## src/hw/pstart_pkg.sv

```systemverilog
// Shared constants and types for the positioning start command handler.
package pstart_pkg;
    // Control block word indexes; byte address is four times the index.
    localparam int IDX_SYS = 0;
    localparam int IDX_STATUS = 1;
    localparam int IDX_STARTNO = 2;
    localparam int IDX_CTRL = 3;
    localparam int IDX_FLAGS = 4;
    localparam int IDX_IRQ_STAT = 5;
    localparam int IDX_IRQ_MASK = 6;
    localparam int IDX_LAST = 6;
    localparam int CTRL_START_BIT = 0;
    localparam int CTRL_AXIS_LSB = 1;
    localparam int CTRL_STOP_BIT = 3;
    localparam int CTRL_CREADY_BIT = 4;
    localparam int IRQ_DONE_BIT = 0;
    localparam int IRQ_ERR_BIT = 1;
    localparam logic [15:0] STATUS_OK = 16'h0000;
    localparam logic [15:0] ERR_RANGE = 16'h1862;
    localparam logic [15:0] ERR_AXIS = 16'h1865;
    localparam logic [15:0] POS_MIN = 16'h0001;
    localparam logic [15:0] POS_MAX = 16'h0258;
    localparam logic [15:0] BLK_MIN = 16'h1b58;
    localparam logic [15:0] BLK_MAX = 16'h1b5c;
    localparam logic [15:0] SPC_MACH_ORIGIN = 16'h2329;
    localparam logic [15:0] SPC_FAST_ORIGIN = 16'h232a;
    localparam logic [15:0] SPC_PV_CHANGE = 16'h232b;
    localparam logic [15:0] SPC_MULTI = 16'h232c;
    localparam logic [15:0] STARTNO_RESET = 16'h0000;
    localparam logic [1:0] RESP_OKAY = 2'h0;
    localparam logic [1:0] RESP_SLVERR = 2'h2;
    localparam int CLK_PERIOD_NS = 10;
    localparam int START_DELAY_NS = 880000;
    // Longest delay: rounded down to whole cycles.
    localparam int START_DELAY_CYCLES = START_DELAY_NS / CLK_PERIOD_NS;

    typedef enum logic [2:0] {
        K_POS = 3'h0,
        K_BLOCK = 3'h1,
        K_MACH_ORIGIN = 3'h2,
        K_FAST_ORIGIN = 3'h3,
        K_PV_CHANGE = 3'h4,
        K_MULTI = 3'h5,
        K_BAD = 3'h7
    } start_kind_t;

    typedef enum logic [2:0] {
        S_IDLE = 3'h0,
        S_LAUNCH = 3'h1,
        S_RUN = 3'h3,
        S_FINISH = 3'h2,
        S_HOLD = 3'h6
    } cmd_state_t;

    // Command toward the motion core; start and stop are one-cycle pulses.
    typedef struct packed {
        logic [3:0] start;
        logic [3:0] stop;
        start_kind_t kind;
        logic [15:0] number;
    } motion_cmd_t;
endpackage

```

## src/hw/positioning_start_command.sv

```systemverilog
// Positioning start command handler with an AXI4-Lite register slave.
//
// Implementation choices: the placing of the registers and the AXI4-Lite slave port.
`timescale 1ns/100ps
// Function
// - Start number decoded by its three ranges
// - Codes 9001-9004 select origin, change, multi
// - Status word: zero success, else error code
// - Completion flag high exactly one scan
// - Error flag pulses with completion on error
// - Start goes only to the selected axis
// - Progress shown by busy, start-complete brief
// - Stop during run ends command, flags completion
// - Requests ignored while module not ready
// - Multi-axis start completes on own axis
// - Launch delay bounded by 0.88 ms
// - Out-of-range number on an implemented axis gives range error code
// - Unimplemented axis gives axis error code
// - Block: reserved, status, start number words
module positioning_start_command
    import pstart_pkg::*;
#(
    parameter int NUM_AXES = 4,
    parameter int ADDR_W = 8,
    parameter int START_DELAY = START_DELAY_CYCLES
)(
    input wire logic aclk,
    input wire logic aresetn,
    input wire logic [ADDR_W-1:0] s_axi_awaddr,
    input wire logic s_axi_awvalid,
    output logic s_axi_awready,
    input wire logic [31:0] s_axi_wdata,
    input wire logic [3:0] s_axi_wstrb,
    input wire logic s_axi_wvalid,
    output logic s_axi_wready,
    output logic [1:0] s_axi_bresp,
    output logic s_axi_bvalid,
    input wire logic s_axi_bready,
    input wire logic [ADDR_W-1:0] s_axi_araddr,
    input wire logic s_axi_arvalid,
    output logic s_axi_arready,
    output logic [31:0] s_axi_rdata,
    output logic [1:0] s_axi_rresp,
    output logic s_axi_rvalid,
    input wire logic s_axi_rready,
    input wire logic scan_end,
    input wire logic module_ready_in,
    input wire logic [3:0] axis_busy_in,
    input wire logic [3:0] axis_done_in,
    output motion_cmd_t motion_cmd,
    output logic controller_ready_out,
    output logic [3:0] start_complete_out,
    output logic [3:0] axis_busy_output,
    output logic complete_flag,
    output logic error_flag,
    output logic irq
);
    localparam int CW = $clog2(START_DELAY + 1);
    localparam logic [CW-1:0] DELAY_LAST = CW'(START_DELAY - 1);

    function automatic start_kind_t decode_start(input logic [15:0] n);
        if (n >= POS_MIN && n <= POS_MAX) decode_start = K_POS;
        else if (n >= BLK_MIN && n <= BLK_MAX) decode_start = K_BLOCK;
        else if (n == SPC_MACH_ORIGIN) decode_start = K_MACH_ORIGIN;
        else if (n == SPC_FAST_ORIGIN) decode_start = K_FAST_ORIGIN;
        else if (n == SPC_PV_CHANGE) decode_start = K_PV_CHANGE;
        else if (n == SPC_MULTI) decode_start = K_MULTI;
        else decode_start = K_BAD;
    endfunction

    function automatic logic [31:0] merge(input logic [31:0] old, input logic [31:0] nw, input logic [3:0] strb);
        for (int i = 0; i < 4; i++)
            merge[i*8 +: 8] = strb[i] ? nw[i*8 +: 8] : old[i*8 +: 8];
    endfunction

    cmd_state_t state_reg;
    logic [1:0] axis_reg;
    logic [15:0] number_reg;
    logic [15:0] code_reg;
    logic [15:0] status_reg;
    logic [15:0] startno_reg;
    logic [1:0] ctrl_axis_reg;
    logic [1:0] irq_stat_reg;
    logic [1:0] irq_mask_reg;
    logic [CW-1:0] delay_cnt_reg;
    logic ready_meta_reg;
    logic ready_sync_reg;
    logic start_req_reg;
    logic stop_req_reg;
    logic aw_got_reg;
    logic w_got_reg;
    logic [ADDR_W-1:0] awaddr_reg;
    logic [31:0] wdata_reg;
    logic [3:0] wstrb_reg;

    wire wr_fire = aw_got_reg && w_got_reg && !s_axi_bvalid;
    wire [ADDR_W-3:0] wr_idx = awaddr_reg[ADDR_W-1:2];
    wire [ADDR_W-3:0] rd_idx = s_axi_araddr[ADDR_W-1:2];
    wire [31:0] ctrl_old = {27'h0, controller_ready_out, 1'b0, ctrl_axis_reg, 1'b0};
    wire [31:0] ctrl_new = merge(ctrl_old, wdata_reg, wstrb_reg);
    wire [31:0] startno_new = merge({16'h0, startno_reg}, wdata_reg, wstrb_reg);
    wire [31:0] mask_new = merge({30'h0, irq_mask_reg}, wdata_reg, wstrb_reg);
    wire done_event = complete_flag == 1'b0 && state_reg == S_FINISH && scan_end;

    // Module ready comes from another module's pins, so it is synchronised first.
    always_ff @(posedge aclk)
    begin
        if (!aresetn)
        begin
            ready_meta_reg <= 1'b0;
            ready_sync_reg <= 1'b0;
        end
        else
        begin
            ready_meta_reg <= module_ready_in;
            ready_sync_reg <= ready_meta_reg;
        end
    end

    // Write channel: address and data are taken in either order.
    always_ff @(posedge aclk)
    begin
        if (!aresetn)
        begin
            s_axi_awready <= 1'b1;
            s_axi_wready <= 1'b1;
            aw_got_reg <= 1'b0;
            w_got_reg <= 1'b0;
            awaddr_reg <= '0;
            wdata_reg <= 32'h0;
            wstrb_reg <= 4'h0;
            s_axi_bvalid <= 1'b0;
            s_axi_bresp <= RESP_OKAY;
        end
        else
        begin
            if (s_axi_awvalid && s_axi_awready)
            begin
                awaddr_reg <= s_axi_awaddr;
                aw_got_reg <= 1'b1;
                s_axi_awready <= 1'b0;
            end
            if (s_axi_wvalid && s_axi_wready)
            begin
                wdata_reg <= s_axi_wdata;
                wstrb_reg <= s_axi_wstrb;
                w_got_reg <= 1'b1;
                s_axi_wready <= 1'b0;
            end
            if (wr_fire)
            begin
                aw_got_reg <= 1'b0;
                w_got_reg <= 1'b0;
                s_axi_bvalid <= 1'b1;
                s_axi_bresp <= (int'(wr_idx) > IDX_LAST) ? RESP_SLVERR : RESP_OKAY;
            end
            if (s_axi_bvalid && s_axi_bready)
            begin
                s_axi_bvalid <= 1'b0;
                s_axi_awready <= 1'b1;
                s_axi_wready <= 1'b1;
            end
        end
    end

    // Register writes; start and stop bits act once and read back as zero.
    always_ff @(posedge aclk)
    begin
        if (!aresetn)
        begin
            startno_reg <= STARTNO_RESET;
            ctrl_axis_reg <= 2'h0;
            controller_ready_out <= 1'b0;
            irq_mask_reg <= 2'h0;
            start_req_reg <= 1'b0;
            stop_req_reg <= 1'b0;
        end
        else
        begin
            start_req_reg <= 1'b0;
            stop_req_reg <= 1'b0;
            if (wr_fire)
            begin
                if (int'(wr_idx) == IDX_STARTNO)
                    startno_reg <= startno_new[15:0];
                else if (int'(wr_idx) == IDX_CTRL)
                begin
                    ctrl_axis_reg <= ctrl_new[CTRL_AXIS_LSB +: 2];
                    controller_ready_out <= ctrl_new[CTRL_CREADY_BIT];
                    start_req_reg <= ctrl_new[CTRL_START_BIT];
                    stop_req_reg <= ctrl_new[CTRL_STOP_BIT];
                end
                else if (int'(wr_idx) == IDX_IRQ_MASK)
                    irq_mask_reg <= mask_new[1:0];
            end
        end
    end

    // Interrupt status: an event in the clearing cycle stays set.
    always_ff @(posedge aclk)
    begin
        if (!aresetn)
        begin
            irq_stat_reg <= 2'h0;
            irq <= 1'b0;
        end
        else
        begin
            logic [1:0] clr;
            logic [1:0] set;
            clr = (wr_fire && int'(wr_idx) == IDX_IRQ_STAT && wstrb_reg[0]) ? wdata_reg[1:0] : 2'h0;
            set = {done_event && code_reg != STATUS_OK, done_event};
            irq_stat_reg <= (irq_stat_reg & ~clr) | set;
            irq <= |(((irq_stat_reg & ~clr) | set) & irq_mask_reg);
        end
    end

    // Read channel.
    always_ff @(posedge aclk)
    begin
        if (!aresetn)
        begin
            s_axi_arready <= 1'b1;
            s_axi_rvalid <= 1'b0;
            s_axi_rdata <= 32'h0;
            s_axi_rresp <= RESP_OKAY;
        end
        else if (s_axi_arvalid && s_axi_arready)
        begin
            s_axi_arready <= 1'b0;
            s_axi_rvalid <= 1'b1;
            s_axi_rresp <= RESP_OKAY;
            if (int'(rd_idx) == IDX_SYS)
                s_axi_rdata <= 32'h0;
            else if (int'(rd_idx) == IDX_STATUS)
                s_axi_rdata <= {16'h0, status_reg};
            else if (int'(rd_idx) == IDX_STARTNO)
                s_axi_rdata <= {16'h0, startno_reg};
            else if (int'(rd_idx) == IDX_CTRL)
                s_axi_rdata <= ctrl_old;
            else if (int'(rd_idx) == IDX_FLAGS)
                s_axi_rdata <= {28'h0, ready_sync_reg, state_reg != S_IDLE, error_flag, complete_flag};
            else if (int'(rd_idx) == IDX_IRQ_STAT)
                s_axi_rdata <= {30'h0, irq_stat_reg};
            else if (int'(rd_idx) == IDX_IRQ_MASK)
                s_axi_rdata <= {30'h0, irq_mask_reg};
            else
            begin
                s_axi_rdata <= 32'h0;
                s_axi_rresp <= RESP_SLVERR;
            end
        end
        else if (s_axi_rvalid && s_axi_rready)
        begin
            s_axi_rvalid <= 1'b0;
            s_axi_arready <= 1'b1;
        end
    end

    // Command sequencer. A new start while one is running is dropped; keeping
    // starts, restores and teaches apart on one axis is left to software.
    always_ff @(posedge aclk)
    begin
        if (!aresetn)
        begin
            state_reg <= S_IDLE;
            axis_reg <= 2'h0;
            number_reg <= 16'h0;
            code_reg <= STATUS_OK;
            status_reg <= STATUS_OK;
            delay_cnt_reg <= '0;
            motion_cmd <= '0;
            start_complete_out <= 4'h0;
            complete_flag <= 1'b0;
            error_flag <= 1'b0;
            axis_busy_output <= 4'h0;
        end
        else
        begin
            motion_cmd.start <= 4'h0;
            motion_cmd.stop <= 4'h0;
            start_complete_out <= 4'h0;
            axis_busy_output <= axis_busy_in;
            case (state_reg)
                S_IDLE:
                    if (start_req_reg && ready_sync_reg)
                    begin
                        axis_reg <= ctrl_axis_reg;
                        number_reg <= startno_reg;
                        motion_cmd.kind <= decode_start(startno_reg);
                        motion_cmd.number <= startno_reg;
                        delay_cnt_reg <= '0;
                        if (int'(ctrl_axis_reg) >= NUM_AXES)
                        begin
                            code_reg <= ERR_AXIS;
                            state_reg <= S_FINISH;
                        end
                        else if (decode_start(startno_reg) == K_BAD)
                        begin
                            code_reg <= ERR_RANGE;
                            state_reg <= S_FINISH;
                        end
                        else
                        begin
                            code_reg <= STATUS_OK;
                            state_reg <= S_LAUNCH;
                        end
                    end
                // Waits for the axis to go idle, but never past the delay bound.
                S_LAUNCH:
                    if (!axis_busy_in[axis_reg] || delay_cnt_reg == DELAY_LAST)
                    begin
                        motion_cmd.start[axis_reg] <= 1'b1;
                        start_complete_out[axis_reg] <= 1'b1;
                        state_reg <= S_RUN;
                    end
                    else
                        delay_cnt_reg <= delay_cnt_reg + 1'b1;
                S_RUN:
                    if (stop_req_reg)
                    begin
                        motion_cmd.stop[axis_reg] <= 1'b1;
                        state_reg <= S_FINISH;
                    end
                    else if (axis_done_in[axis_reg])
                        state_reg <= S_FINISH;
                S_FINISH:
                    if (scan_end)
                    begin
                        status_reg <= code_reg;
                        complete_flag <= 1'b1;
                        error_flag <= code_reg != STATUS_OK;
                        state_reg <= S_HOLD;
                    end
                S_HOLD:
                    if (scan_end)
                    begin
                        complete_flag <= 1'b0;
                        error_flag <= 1'b0;
                        state_reg <= S_IDLE;
                    end
                default:
                    state_reg <= S_IDLE;
            endcase
        end
    end
endmodule

```

## config.mk

```make
export PLATFORM = sky130hd
export DESIGN_NAME = positioning_start_command
export DESIGN_NICKNAME = d
export VERILOG_FILES = /design/src/hw/pstart_pkg.sv /design/src/hw/positioning_start_command.sv
export SDC_FILE = /design/constraint.sdc
export NUM_CORES = 1
export LEC_CHECK = 0
export ABC_AREA = 1
export BUFFER_PORTS_ARGS = -buffer_cell sky130_fd_sc_hd__buf_2
export CORE_ASPECT_RATIO = 1.5
export CORE_MARGIN = 2
export CORE_UTILIZATION = 35
export CTS_CLUSTER_SIZE = 30
export DETAILED_ROUTE_END_ITERATION = 12
export GPL_ROUTABILITY_DRIVEN = 0
export GPL_TIMING_DRIVEN = 0
export PLACE_DENSITY = 0.56
export SYNTH_ARGS = -nofsm -noshare
export SYNTH_HDL_FRONTEND = slang
export SYNTH_SLANG_ARGS = --single-unit
```

## constraint.sdc

```tcl
create_clock -name aclk -period 1.9 [get_ports aclk]
set_input_delay 0.095 -clock aclk [delete_from_list [all_inputs] [get_ports aclk]]
set_output_delay 0.095 -clock aclk [all_outputs]
set_load 0.1 [all_outputs]
```

* Word-level counts from Yosys, hierarchy flattened *
Index checks and enable logic that the tools add are counted.

cells by class
  bitwise logic cells = 10
  shift operators = 0
  reduce and logical (&&, ||, !) cells = 41
  divide/modulo/power cells = 0
  order comparisons = 7
  add/subtract/negate cells = 1
  multiplexer cells = 52
  eq/ne operators = 26
  multipliers = 0

operators by type and width
  operator                                                                                count
  16-bit by 14-bit == test with 1-bit output (second input constant)                      4
  16-bit 2-to-1 mux                                                                       3
  3-bit 2-to-1 mux                                                                        14
  17-bit 2-to-1 mux                                                                       2
  17-bit case mux with 2 select lines                                                     1
  6-bit by 4-bit == test with 1-bit output (second input constant)                        5
  2-bit 2-to-1 mux                                                                        13
  6-bit by 3-bit == test with 1-bit output (second input constant)                        4
  3-bit AND reduction                                                                     6
  17-bit by 1-bit adder with 17-bit output (second input constant)                        1
  17-bit == test (second input constant)                                                  1
  16-bit by 1-bit greater-or-equal comparator with 1-bit output (second input constant)   1
  16-bit by 13-bit greater-or-equal comparator with 1-bit output (second input constant)  1
  16-bit by 10-bit less-or-equal comparator with 1-bit output (second input constant)     1
  16-bit by 13-bit less-or-equal comparator with 1-bit output (second input constant)     1
  1-bit logical AND                                                                       16
  16-bit nonzero test                                                                     1
  3-bit case mux with 5 select lines                                                      1
  13-bit 2-to-1 mux                                                                       1
  1-bit 2-to-1 mux                                                                        10
  2-bit != test (second input constant)                                                   5
  5-bit AND reduction                                                                     2
  3-bit by 2-bit == test with 1-bit output (second input constant)                        2
  3-bit == test (second input constant)                                                   2
  other kinds (25)                                                                        39

storage, ports and cells
  latch bits = 0
  bits in read-only memories = 0
  bits in registers = 184
  bits in writable memories = 0
  output and inout port bits = 80
  memories = 0
  word-level logic and storage cells = 173
  bits of input ports = 69

* Longest topological paths before layout *
Gate-level depths: netlist (run 1).

  word-level depth = 14
  depth in mapped cells = 12
  gate-level depth less buffers = 12

* Least setup slack after synthesis (run 1) *
Ideal clock, no wire load.

  path type = reg-to-reg
  start = reg s_axi_bvalid
  end = reg irq_stat_reg[0]
  stages on the path, launching flop included = 8
  data required time = 1785 ps
  buffers on the path = 0
  library setup time = 115 ps
  path slack = -3 ps
  period minus slack after synthesis = 1903 ps
  arrival time = 1789 ps
  cells stage by stage = dfxtp_1 > nor3_4 > nand2_1 > nor2_1 > nand4_1 > o21ai_0 > o21ai_0 > and2_1

on the way
  longest elaborated chain between the ends = 8

RTL lines
  what                            RTL line                          RTL
  start, declared                 positioning_start_command.sv:37   output logic s_axi_bvalid,
  start signal, assigned          positioning_start_command.sv:132  s_axi_bvalid <= 1'b0;
  start signal, assigned          positioning_start_command.sv:154  s_axi_bvalid <= 1'b1;
  start signal, assigned          positioning_start_command.sv:159  s_axi_bvalid <= 1'b0;
  1-bit logical NOT               positioning_start_command.sv:96   wire wr_fire = aw_got_reg && w_got_reg && !s_axi_bvalid;
  1-bit logical AND               positioning_start_command.sv:96
  1-bit logical AND (2 in a row)  positioning_start_command.sv:211  clr = (wr_fire && int'(wr_idx) == IDX_IRQ_STAT && wstrb_reg[0]) ? wdata_reg[1:0] : 2'h0;
  2-bit 2-to-1 mux                positioning_start_command.sv:211
  2-bit inverter                  positioning_start_command.sv:213  irq_stat_reg <= (irq_stat_reg & ~clr) | set;
  2-bit bitwise AND               positioning_start_command.sv:213
  2-bit OR                        positioning_start_command.sv:213
  end signal, assigned            positioning_start_command.sv:213
  end, declared                   positioning_start_command.sv:83   logic [1:0] irq_stat_reg;

Every way passes these cells.
A chain may end at the register's enable or synchronous reset.

* Final worst setup path (run 1) *
  start = reg delay_cnt_reg[0]
  end = reg delay_cnt_reg[9]

on the way
  longest elaborated chain between the ends = 4
  elaborated cells between the ends (all ways) = 7
  those cells by class = add/sub: 1; eq/ne: 2; mux: 2; reduce/logical: 2

RTL lines
  what                                                                              RTL line                          RTL
  start, declared                                                                   positioning_start_command.sv:85   logic [CW-1:0] delay_cnt_reg;
  start signal, assigned                                                            positioning_start_command.sv:318  delay_cnt_reg <= delay_cnt_reg + 1'b1;
  branches (longest 4 deep; another with 17-bit by 1-bit adder with 17-bit output)  --

Several ways; the timed one is not identified. The select of a mux whose other input is x is not followed.

==> results of run 1 <==
==> cells in the mapped netlist (all sizes together) <==
master and number:
nor3 20, nand3b 4, o21a 2, nand4 15, o31ai 1, o22ai 5, conb 1, buf 33
nor2 102, nand3 46, and2 1, a21oi 72, o2111ai 1, dfxtp 134, o211ai 1, inv 88
ha 1, or2 1, nor4 2, nand2 149, o21ai 81, xor2 11, clkbuf 14, a22o 4
a32o 1
==> final cells by class <==
| type | instances | area (um^2) | share of cell area, % |
|---|---|---|---|
| antenna | 1 | 2.502 | 0.03275 |
| buffer | 47 | 297.8 | 3.898 |
| clock buffer | 20 | 456.7 | 5.978 |
| clock inverter | 9 | 128.9 | 1.687 |
| inverter | 88 | 335.3 | 4.389 |
| multi-input combinational | 538 | 2623 | 34.33 |
| sequential | 134 | 2685 | 35.15 |
| tap | 206 | 257.7 | 3.374 |
| timing repair buffer | 139 | 853.3 | 11.17 |
==> cells by family (layout without fill, tap and decap cells) <==
logic type      after synthesis  after routing  synth area share [%]
simple gates                340            340                 25.88
xor+xnor                     11             11                 1.647
fa+ha+maj                     1              1                0.2139
buf+inv                     135            303                 10.82
compound gates              168            168                 15.51
other cells                   1             19               0.06411
flops                       134            134                 45.86
==> critical path: stages, from the launching register on <==
cell     delay (ns)
dfxtp_2        0.37
ha_2           0.23
nand3_2        0.16
nor2_4         0.17
nand3_1        0.14
nand3_2        0.14
nand2_4        0.08
buf_4          0.18
nand2_1        0.08
a21oi_2        0.05
==> routing by layer <==
layer	vias to the layer above	wire length, um	track usage [%]
met5	-	0	0
met1	2496	6677	21.05
li1	2894	-	-
met2	120	8536	34.90
met4	0	488	7.825
met3	31	582	4.402
==> power by group <==
group          internal, mW  switching, mW
sequential             2.89         0.0412
combinational         0.202          0.558
clock                  2.10           1.18
==> worst paths after layout <==
check,slack (ns),from,end,cells past startpoint
max reg2reg,0.15,delay_cnt_reg[0],delay_cnt_reg[9],9
min reg2reg,0.42,ready_meta_reg,ready_sync_reg,2
max,0.15,delay_cnt_reg[0],delay_cnt_reg[9],9
min,0.06,scan_end,state_reg[1],4
==> through the flow <==
| stage | hold slack (ns) | util (%) | total power, mW | worst slack [ns] | area [um^2] |
|---|---|---|---|---|---|
| floorplan | 0.1885 | - | 3.542 | 0.01550 | 5914 |
| global placement | 0.2839 | 41.25 | 3.698 | -0.005511 | 6708 |
| detailed placement | 0.2843 | 41.25 | 3.704 | -0.01068 | 6708 |
| CTS | 0.05421 | 46.78 | 7.044 | 0.02441 | 7606 |
| global route | 0.08687 | 46.97 | 7.237 | 0.003945 | 7637 |
| finish | 0.06172 | 46.98 | 6.974 | 0.1531 | 7640 |
==> what timing repair did <==
| action | CTS | global route |
|---|---|---|
| pin swaps | 0 | 1 |
| buffers inserted | 0 | 1 |
| endpoints found under the hold margin | 33 | 0 |
| gates resized for setup | 1 | 8 |
| hold buffers | 31 | 0 |
| setup endpoints to repair | 10 | 22 |
==> summary.txt, run 1 <==
Critical path
  • Critical Path AT: 2.02 ns
  • Worst setup EP type: flop
  • CP Class: reg2reg
  • CP Data Required Time: 2.17 ns
  • Startpoint Class: flop
  • Crit-path max FO: 10

Drt
  • Wire length per cell: 13.78 um
  • Antenna viol nets, final: 0
  • Routed via count: 5,541
  • DR iter-0 viols: 192
  • DRT Pass-1 Iters: 4
  • Routed WL: 16,280 um
  • Residual DRC: 0
  • Routed vias/inst: 4.688

Floorplan
  • Initial core utilization: 35.97%
  • Core Area: 0.01626 mm^2
  • Die Width: 109.6 um
  • Die area: 0.01778 mm^2
  • Die height: 162.3 um
  • Rows: 57
  • # IOs: 149

Clocking
  • Skew-Pair Late Insertion Delay: 0.42 ns
  • CTS sink cnt: 134
  • Root buf cell: clkbuf_16
  • H-Tree Level Count: 4
  • Clock-pin slew on the worst setup and hold paths: 0.06 ns
  • CTS tree: yes
  • Clock buffer depth: 2
  • Num CTS Buffers: 17

Finish
  • Max reg flops: 23
  • Most common cell after layout, fill and taps aside: nand2_1
  • Nets: 1,035
  • Filler Cell Count: 1,724
  • Fin cells: 1,182
  • Most frequent cells in the layout: nand2_1, dfxtp_1, buf_2, nor2_1, inv_1
  • Area Growth Syn to Fin: 30.61%
  • Share of cells above drive strength 1: 20.72%

Timing
  • Final setup violation count: 0
  • RSZ-0062 raised after global routing: no
  • Skew final: 0.01009 ns
  • F_max: 572.4 MHz
  • Final Hold Fails: 0
  • Max-slew violations: 0
  • Worst-Margin Slew: 0.7511 ns
  • Fin crit share: 91.94%
  • Tmin final: 1.747 ns
  • TNS Setup: 0 ns
  • Rel. slew slack: 49.93%

Logic synthesis
  • Cell variety after synth: 41
  • Area leader, netlist: dfxtp_1
  • Yosys warns: 0
  • Synthesized flop and latch total: 134
  • Synthesized area: 0.005849 mm^2
  • Top cell type's share of synthesized area: 45.86%
  • Register area share after synthesis: 45.86%
  • Main area contributors after synthesis: dfxtp_1, nand2_1, o21ai_0
  • Post-synthesis average cell area: 7.404 um^2
  • Cells after Synth: 790

Placed design
  • Detail Placement HPWL: 12,500 um
  • IO Port Bufs: 107
  • Post-Place Cells: 1,120

GRT
  • First-pass GRT wire length: 26,360 um
  • Initial antenna violation count: 0
  • GR Overflow Total: 0
  • Largest net degree at the start of global routing: 17
  • GRT Resource Usage Total: 19.22%
  • Vias in the first global route: 5,477

Pwr
  • Peak supply drop: 0.5327 mV
  • Leakage power: 3.306 nW
  • Power Density: 912.8 mW/mm^2

Run status
  • Status: completed

Min path
  • Hold crit path type: in2reg

Job
  • MaxCap Viol Count: 0
(Power assumes the default switching activity.)
==> run 2: changes to the inputs <==
--- a/config.mk
+++ b/config.mk
@@ -10,6 +10,7 @@
 export CORE_ASPECT_RATIO = 1.5
 export CORE_MARGIN = 2
 export CORE_UTILIZATION = 35
+export CTS_BUF_LIST = sky130_fd_sc_hd__clkbuf_4
 export CTS_CLUSTER_SIZE = 30
 export DETAILED_ROUTE_END_ITERATION = 12
 export GPL_ROUTABILITY_DRIVEN = 0
==> run 2 against run 1 <==
- critical path type unchanged
- largest power group is now registers
- critical endpoint is now delay_cnt_reg[10]
- largest cell class unchanged
- highest routed layer unchanged
- register-to-register slack is essentially flat
- design area decreased by 3.2%
- combinational power rose by 2%
==> summary.txt, run 2 (synthesized netlist as in run 1, its figures left out) <==
Timing
  • Tmin final: 1.756 ns (+0.008767 ns)
  • Final Hold Fails: 0 (unchanged)
  • Fin crit share: 92.40% (+0.46 points)
  • Fin Hold WS: 0.05794 ns (-0.003785 ns)
  • Worst-Margin Slew: 0.7353 ns (-0.01579 ns)
  • TNS Setup: 0 ns (unchanged)
  • F_max: 569.6 MHz (-0.50%)
  • Max-slew violations: 0 (unchanged)
  • Fin worst setup slack: 0.1443 ns (-0.008767 ns)
  • Final setup violation count: 0 (unchanged)
  • Rel. slew slack: 50.98% (+1.1 points)
  • Skew final: 0.01829 ns (+0.008200 ns)

Finish
  • Post-route cell area: 0.007397 mm^2 (-3.2%)
  • Share of cells above drive strength 1: 20.47% (-0.25 points)
  • Fin cells: 1,190 (+0.68%)
  • Area Growth Syn to Fin: 26.46%
  • Max reg flops: 23 (unchanged)
  • Nets: 1,042 (+0.68%)
  • Filler Cell Count: 1,762 (+2.2%)
  • Final core occ: 45.49% (-1.5 points)
  • Sequential cell area: 0.002685 mm^2 (unchanged)
  • Most frequent cells in the layout: nand2_1, dfxtp_1, buf_2, nor2_1, inv_1
  • Most common cell after layout, fill and taps aside: nand2_1
  • Area taken by multi-input logic gates: 0.002620 mm^2 (about the same)

Placed design
  • Area after DPL: 0.006708 mm^2 (unchanged)
  • Pre-CTS setup slack: -0.01068 ns (unchanged)
  • Detail Placement HPWL: 12,500 um (unchanged)
  • Post-Place Cells: 1,120 (unchanged)
  • IO Port Bufs: 107 (unchanged)

Clocking
  • Clock buffer depth: 2 (unchanged)
  • H-Tree Level Count: 4 (unchanged)
  • CTS tree: yes
  • Num CTS Buffers: 17 (unchanged)
  • CTS sink cnt: 134 (unchanged)
  • Skew-Pair Late Insertion Delay: 0.54 ns (+0.12 ns)
  • Root buf cell: clkbuf_4
  • Clock-pin slew on the worst setup and hold paths: 0.11 ns (+0.05 ns)

GRT
  • Initial antenna violation count: 1 (+1)
  • Largest net degree at the start of global routing: 17 (unchanged)
  • Vias in the first global route: 5,473 (-0.073%)
  • First-pass GRT wire length: 26,480 um (+0.45%)
  • GR Overflow Total: 0 (unchanged)
  • GRT Resource Usage Total: 19.35% (+0.13 points)

Drt
  • Residual DRC: 0 (unchanged)
  • Wire length per cell: 13.73 um (-0.36%)
  • Routed vias/inst: 4.676 (-0.26%)
  • DRT Pass-1 Iters: 8 (+4)
  • DR iter-0 viols: 170 (-11%)
  • Antenna viol nets, final: 0 (unchanged)
  • Routed WL: 16,340 um (+0.32%)
  • Routed via count: 5,564 (+0.42%)

Floorplan
  • Die area: 0.01778 mm^2 (unchanged)
  • # IOs: 149 (unchanged)
  • Core Area: 0.01626 mm^2 (unchanged)
  • Die height: 162.3 um (unchanged)
  • Rows: 57 (unchanged)
  • Die Width: 109.6 um (unchanged)
  • Initial core utilization: 35.97% (unchanged)

Critical path
  • Worst r2r dst: delay_cnt_reg[10]
  • R2r startpoint: delay_cnt_reg[1]
  • Worst setup EP type: flop
  • R2r setup slk: 0.14 ns (about the same)
  • Startpoint Class: flop
  • CP Class: reg2reg
  • Worst R2R Path Depth: 9 (unchanged)
  • Crit-path max FO: 10 (unchanged)
  • Crit path launch: delay_cnt_reg[1]
  • CP Data Required Time: 2.30 ns (+0.13 ns)
  • Critical Path AT: 2.16 ns (+0.14 ns)
  • CP endpoint: delay_cnt_reg[10]

Pwr
  • Pint: 3.987 mW (-23%)
  • Final total power: 5.603 mW (-20%)
  • Share of power burned in registers: 52.2% (+10 points)
  • Sw power: 1.616 mW (-9.3%)
  • Peak supply drop: 0.5329 mV (about the same)
  • Power Density: 757.5 mW/mm^2 (-17%)
  • Combinational Power Share: 13.8% (+2.9 points)
  • Leakage power: 3.203 nW (-3.1%)
  • Clock power share: 34.0% (-13 points)
  • Net Sw Frac: 28.83% (+3.3 points)

Job
  • MaxCap Viol Count: 0 (unchanged)

Run status
  • Status: completed

Min path
  • Hold crit path type: in2reg
-- run 2: power groups by stage --
stage	clock network [mW]	logic, mW	registers, mW
final	1.90	0.776	2.93
after global routing	2.09	0.846	2.94
after CTS	1.97	0.778	2.93
after detailed placement	0	0.714	2.99
after global placement	0	0.711	2.99
after floorplan	0	0.428	3.11
-- run 2: what timing repair did --
| item | 4_1_cts | 5_1_grt |
|---|---|---|
| buffers inserted | 0 | 1 |
| hold buffers | 38 | 0 |
| gates resized for setup | 1 | 9 |
| endpoints found under the setup margin | 16 | 23 |
| pin swaps | 0 | 1 |
| endpoints found under the hold margin | 44 | 0 |
-- run 2: critical path, cell delays in order, from the launching register on --
cell     delay, ns
dfxtp_1       0.38
ha_2          0.24
nand3_2       0.16
nor2_4        0.17
nand3_1       0.14
nand3_2       0.14
nand2_4       0.08
buf_4         0.18
nand2_1       0.08
a21oi_2       0.05
-- run 2: how the worst min path moves through the flow --
stage / start / endpoint / slack [ns] / depth (start not counted)
2_1_floorplan: axis_busy_in[0] / axis_busy_output[0] / 0.19 / 2
3_3_place_gp: module_ready_in / ready_meta_reg / 0.28 / 3
3_5_place_dp: module_ready_in / ready_meta_reg / 0.28 / 3
4_1_cts: axis_done_in[3] / state_reg[1] / 0.02 / 6
5_1_grt: axis_done_in[3] / state_reg[1] / 0.08 / 6
6_report: axis_done_in[3] / state_reg[1] / 0.06 / 6
-- run 2: final cells by class --
type,count,share of cell area (%)
multi-input combinational,538,35.42
sequential,134,36.30
tap,206,3.484
antenna,2,0.06766
timing repair buffer,146,12.48
inverter,88,4.533
buffer,47,4.043
clock inverter,11,1.844
clock buffer,18,1.827
-- run 2: per-layer routing --
layer | share of wire [%] | global-route usage (%) | vias up | wire length (um)
li1 | - | - | 2909 | -
met5 | 0 | 0 | - | 0
met1 | 41 | 21.30 | 2506 | 6694
met2 | 53 | 34.96 | 124 | 8603
met3 | 3.9 | 4.362 | 25 | 642
met4 | 2.4 | 8.113 | 0 | 397
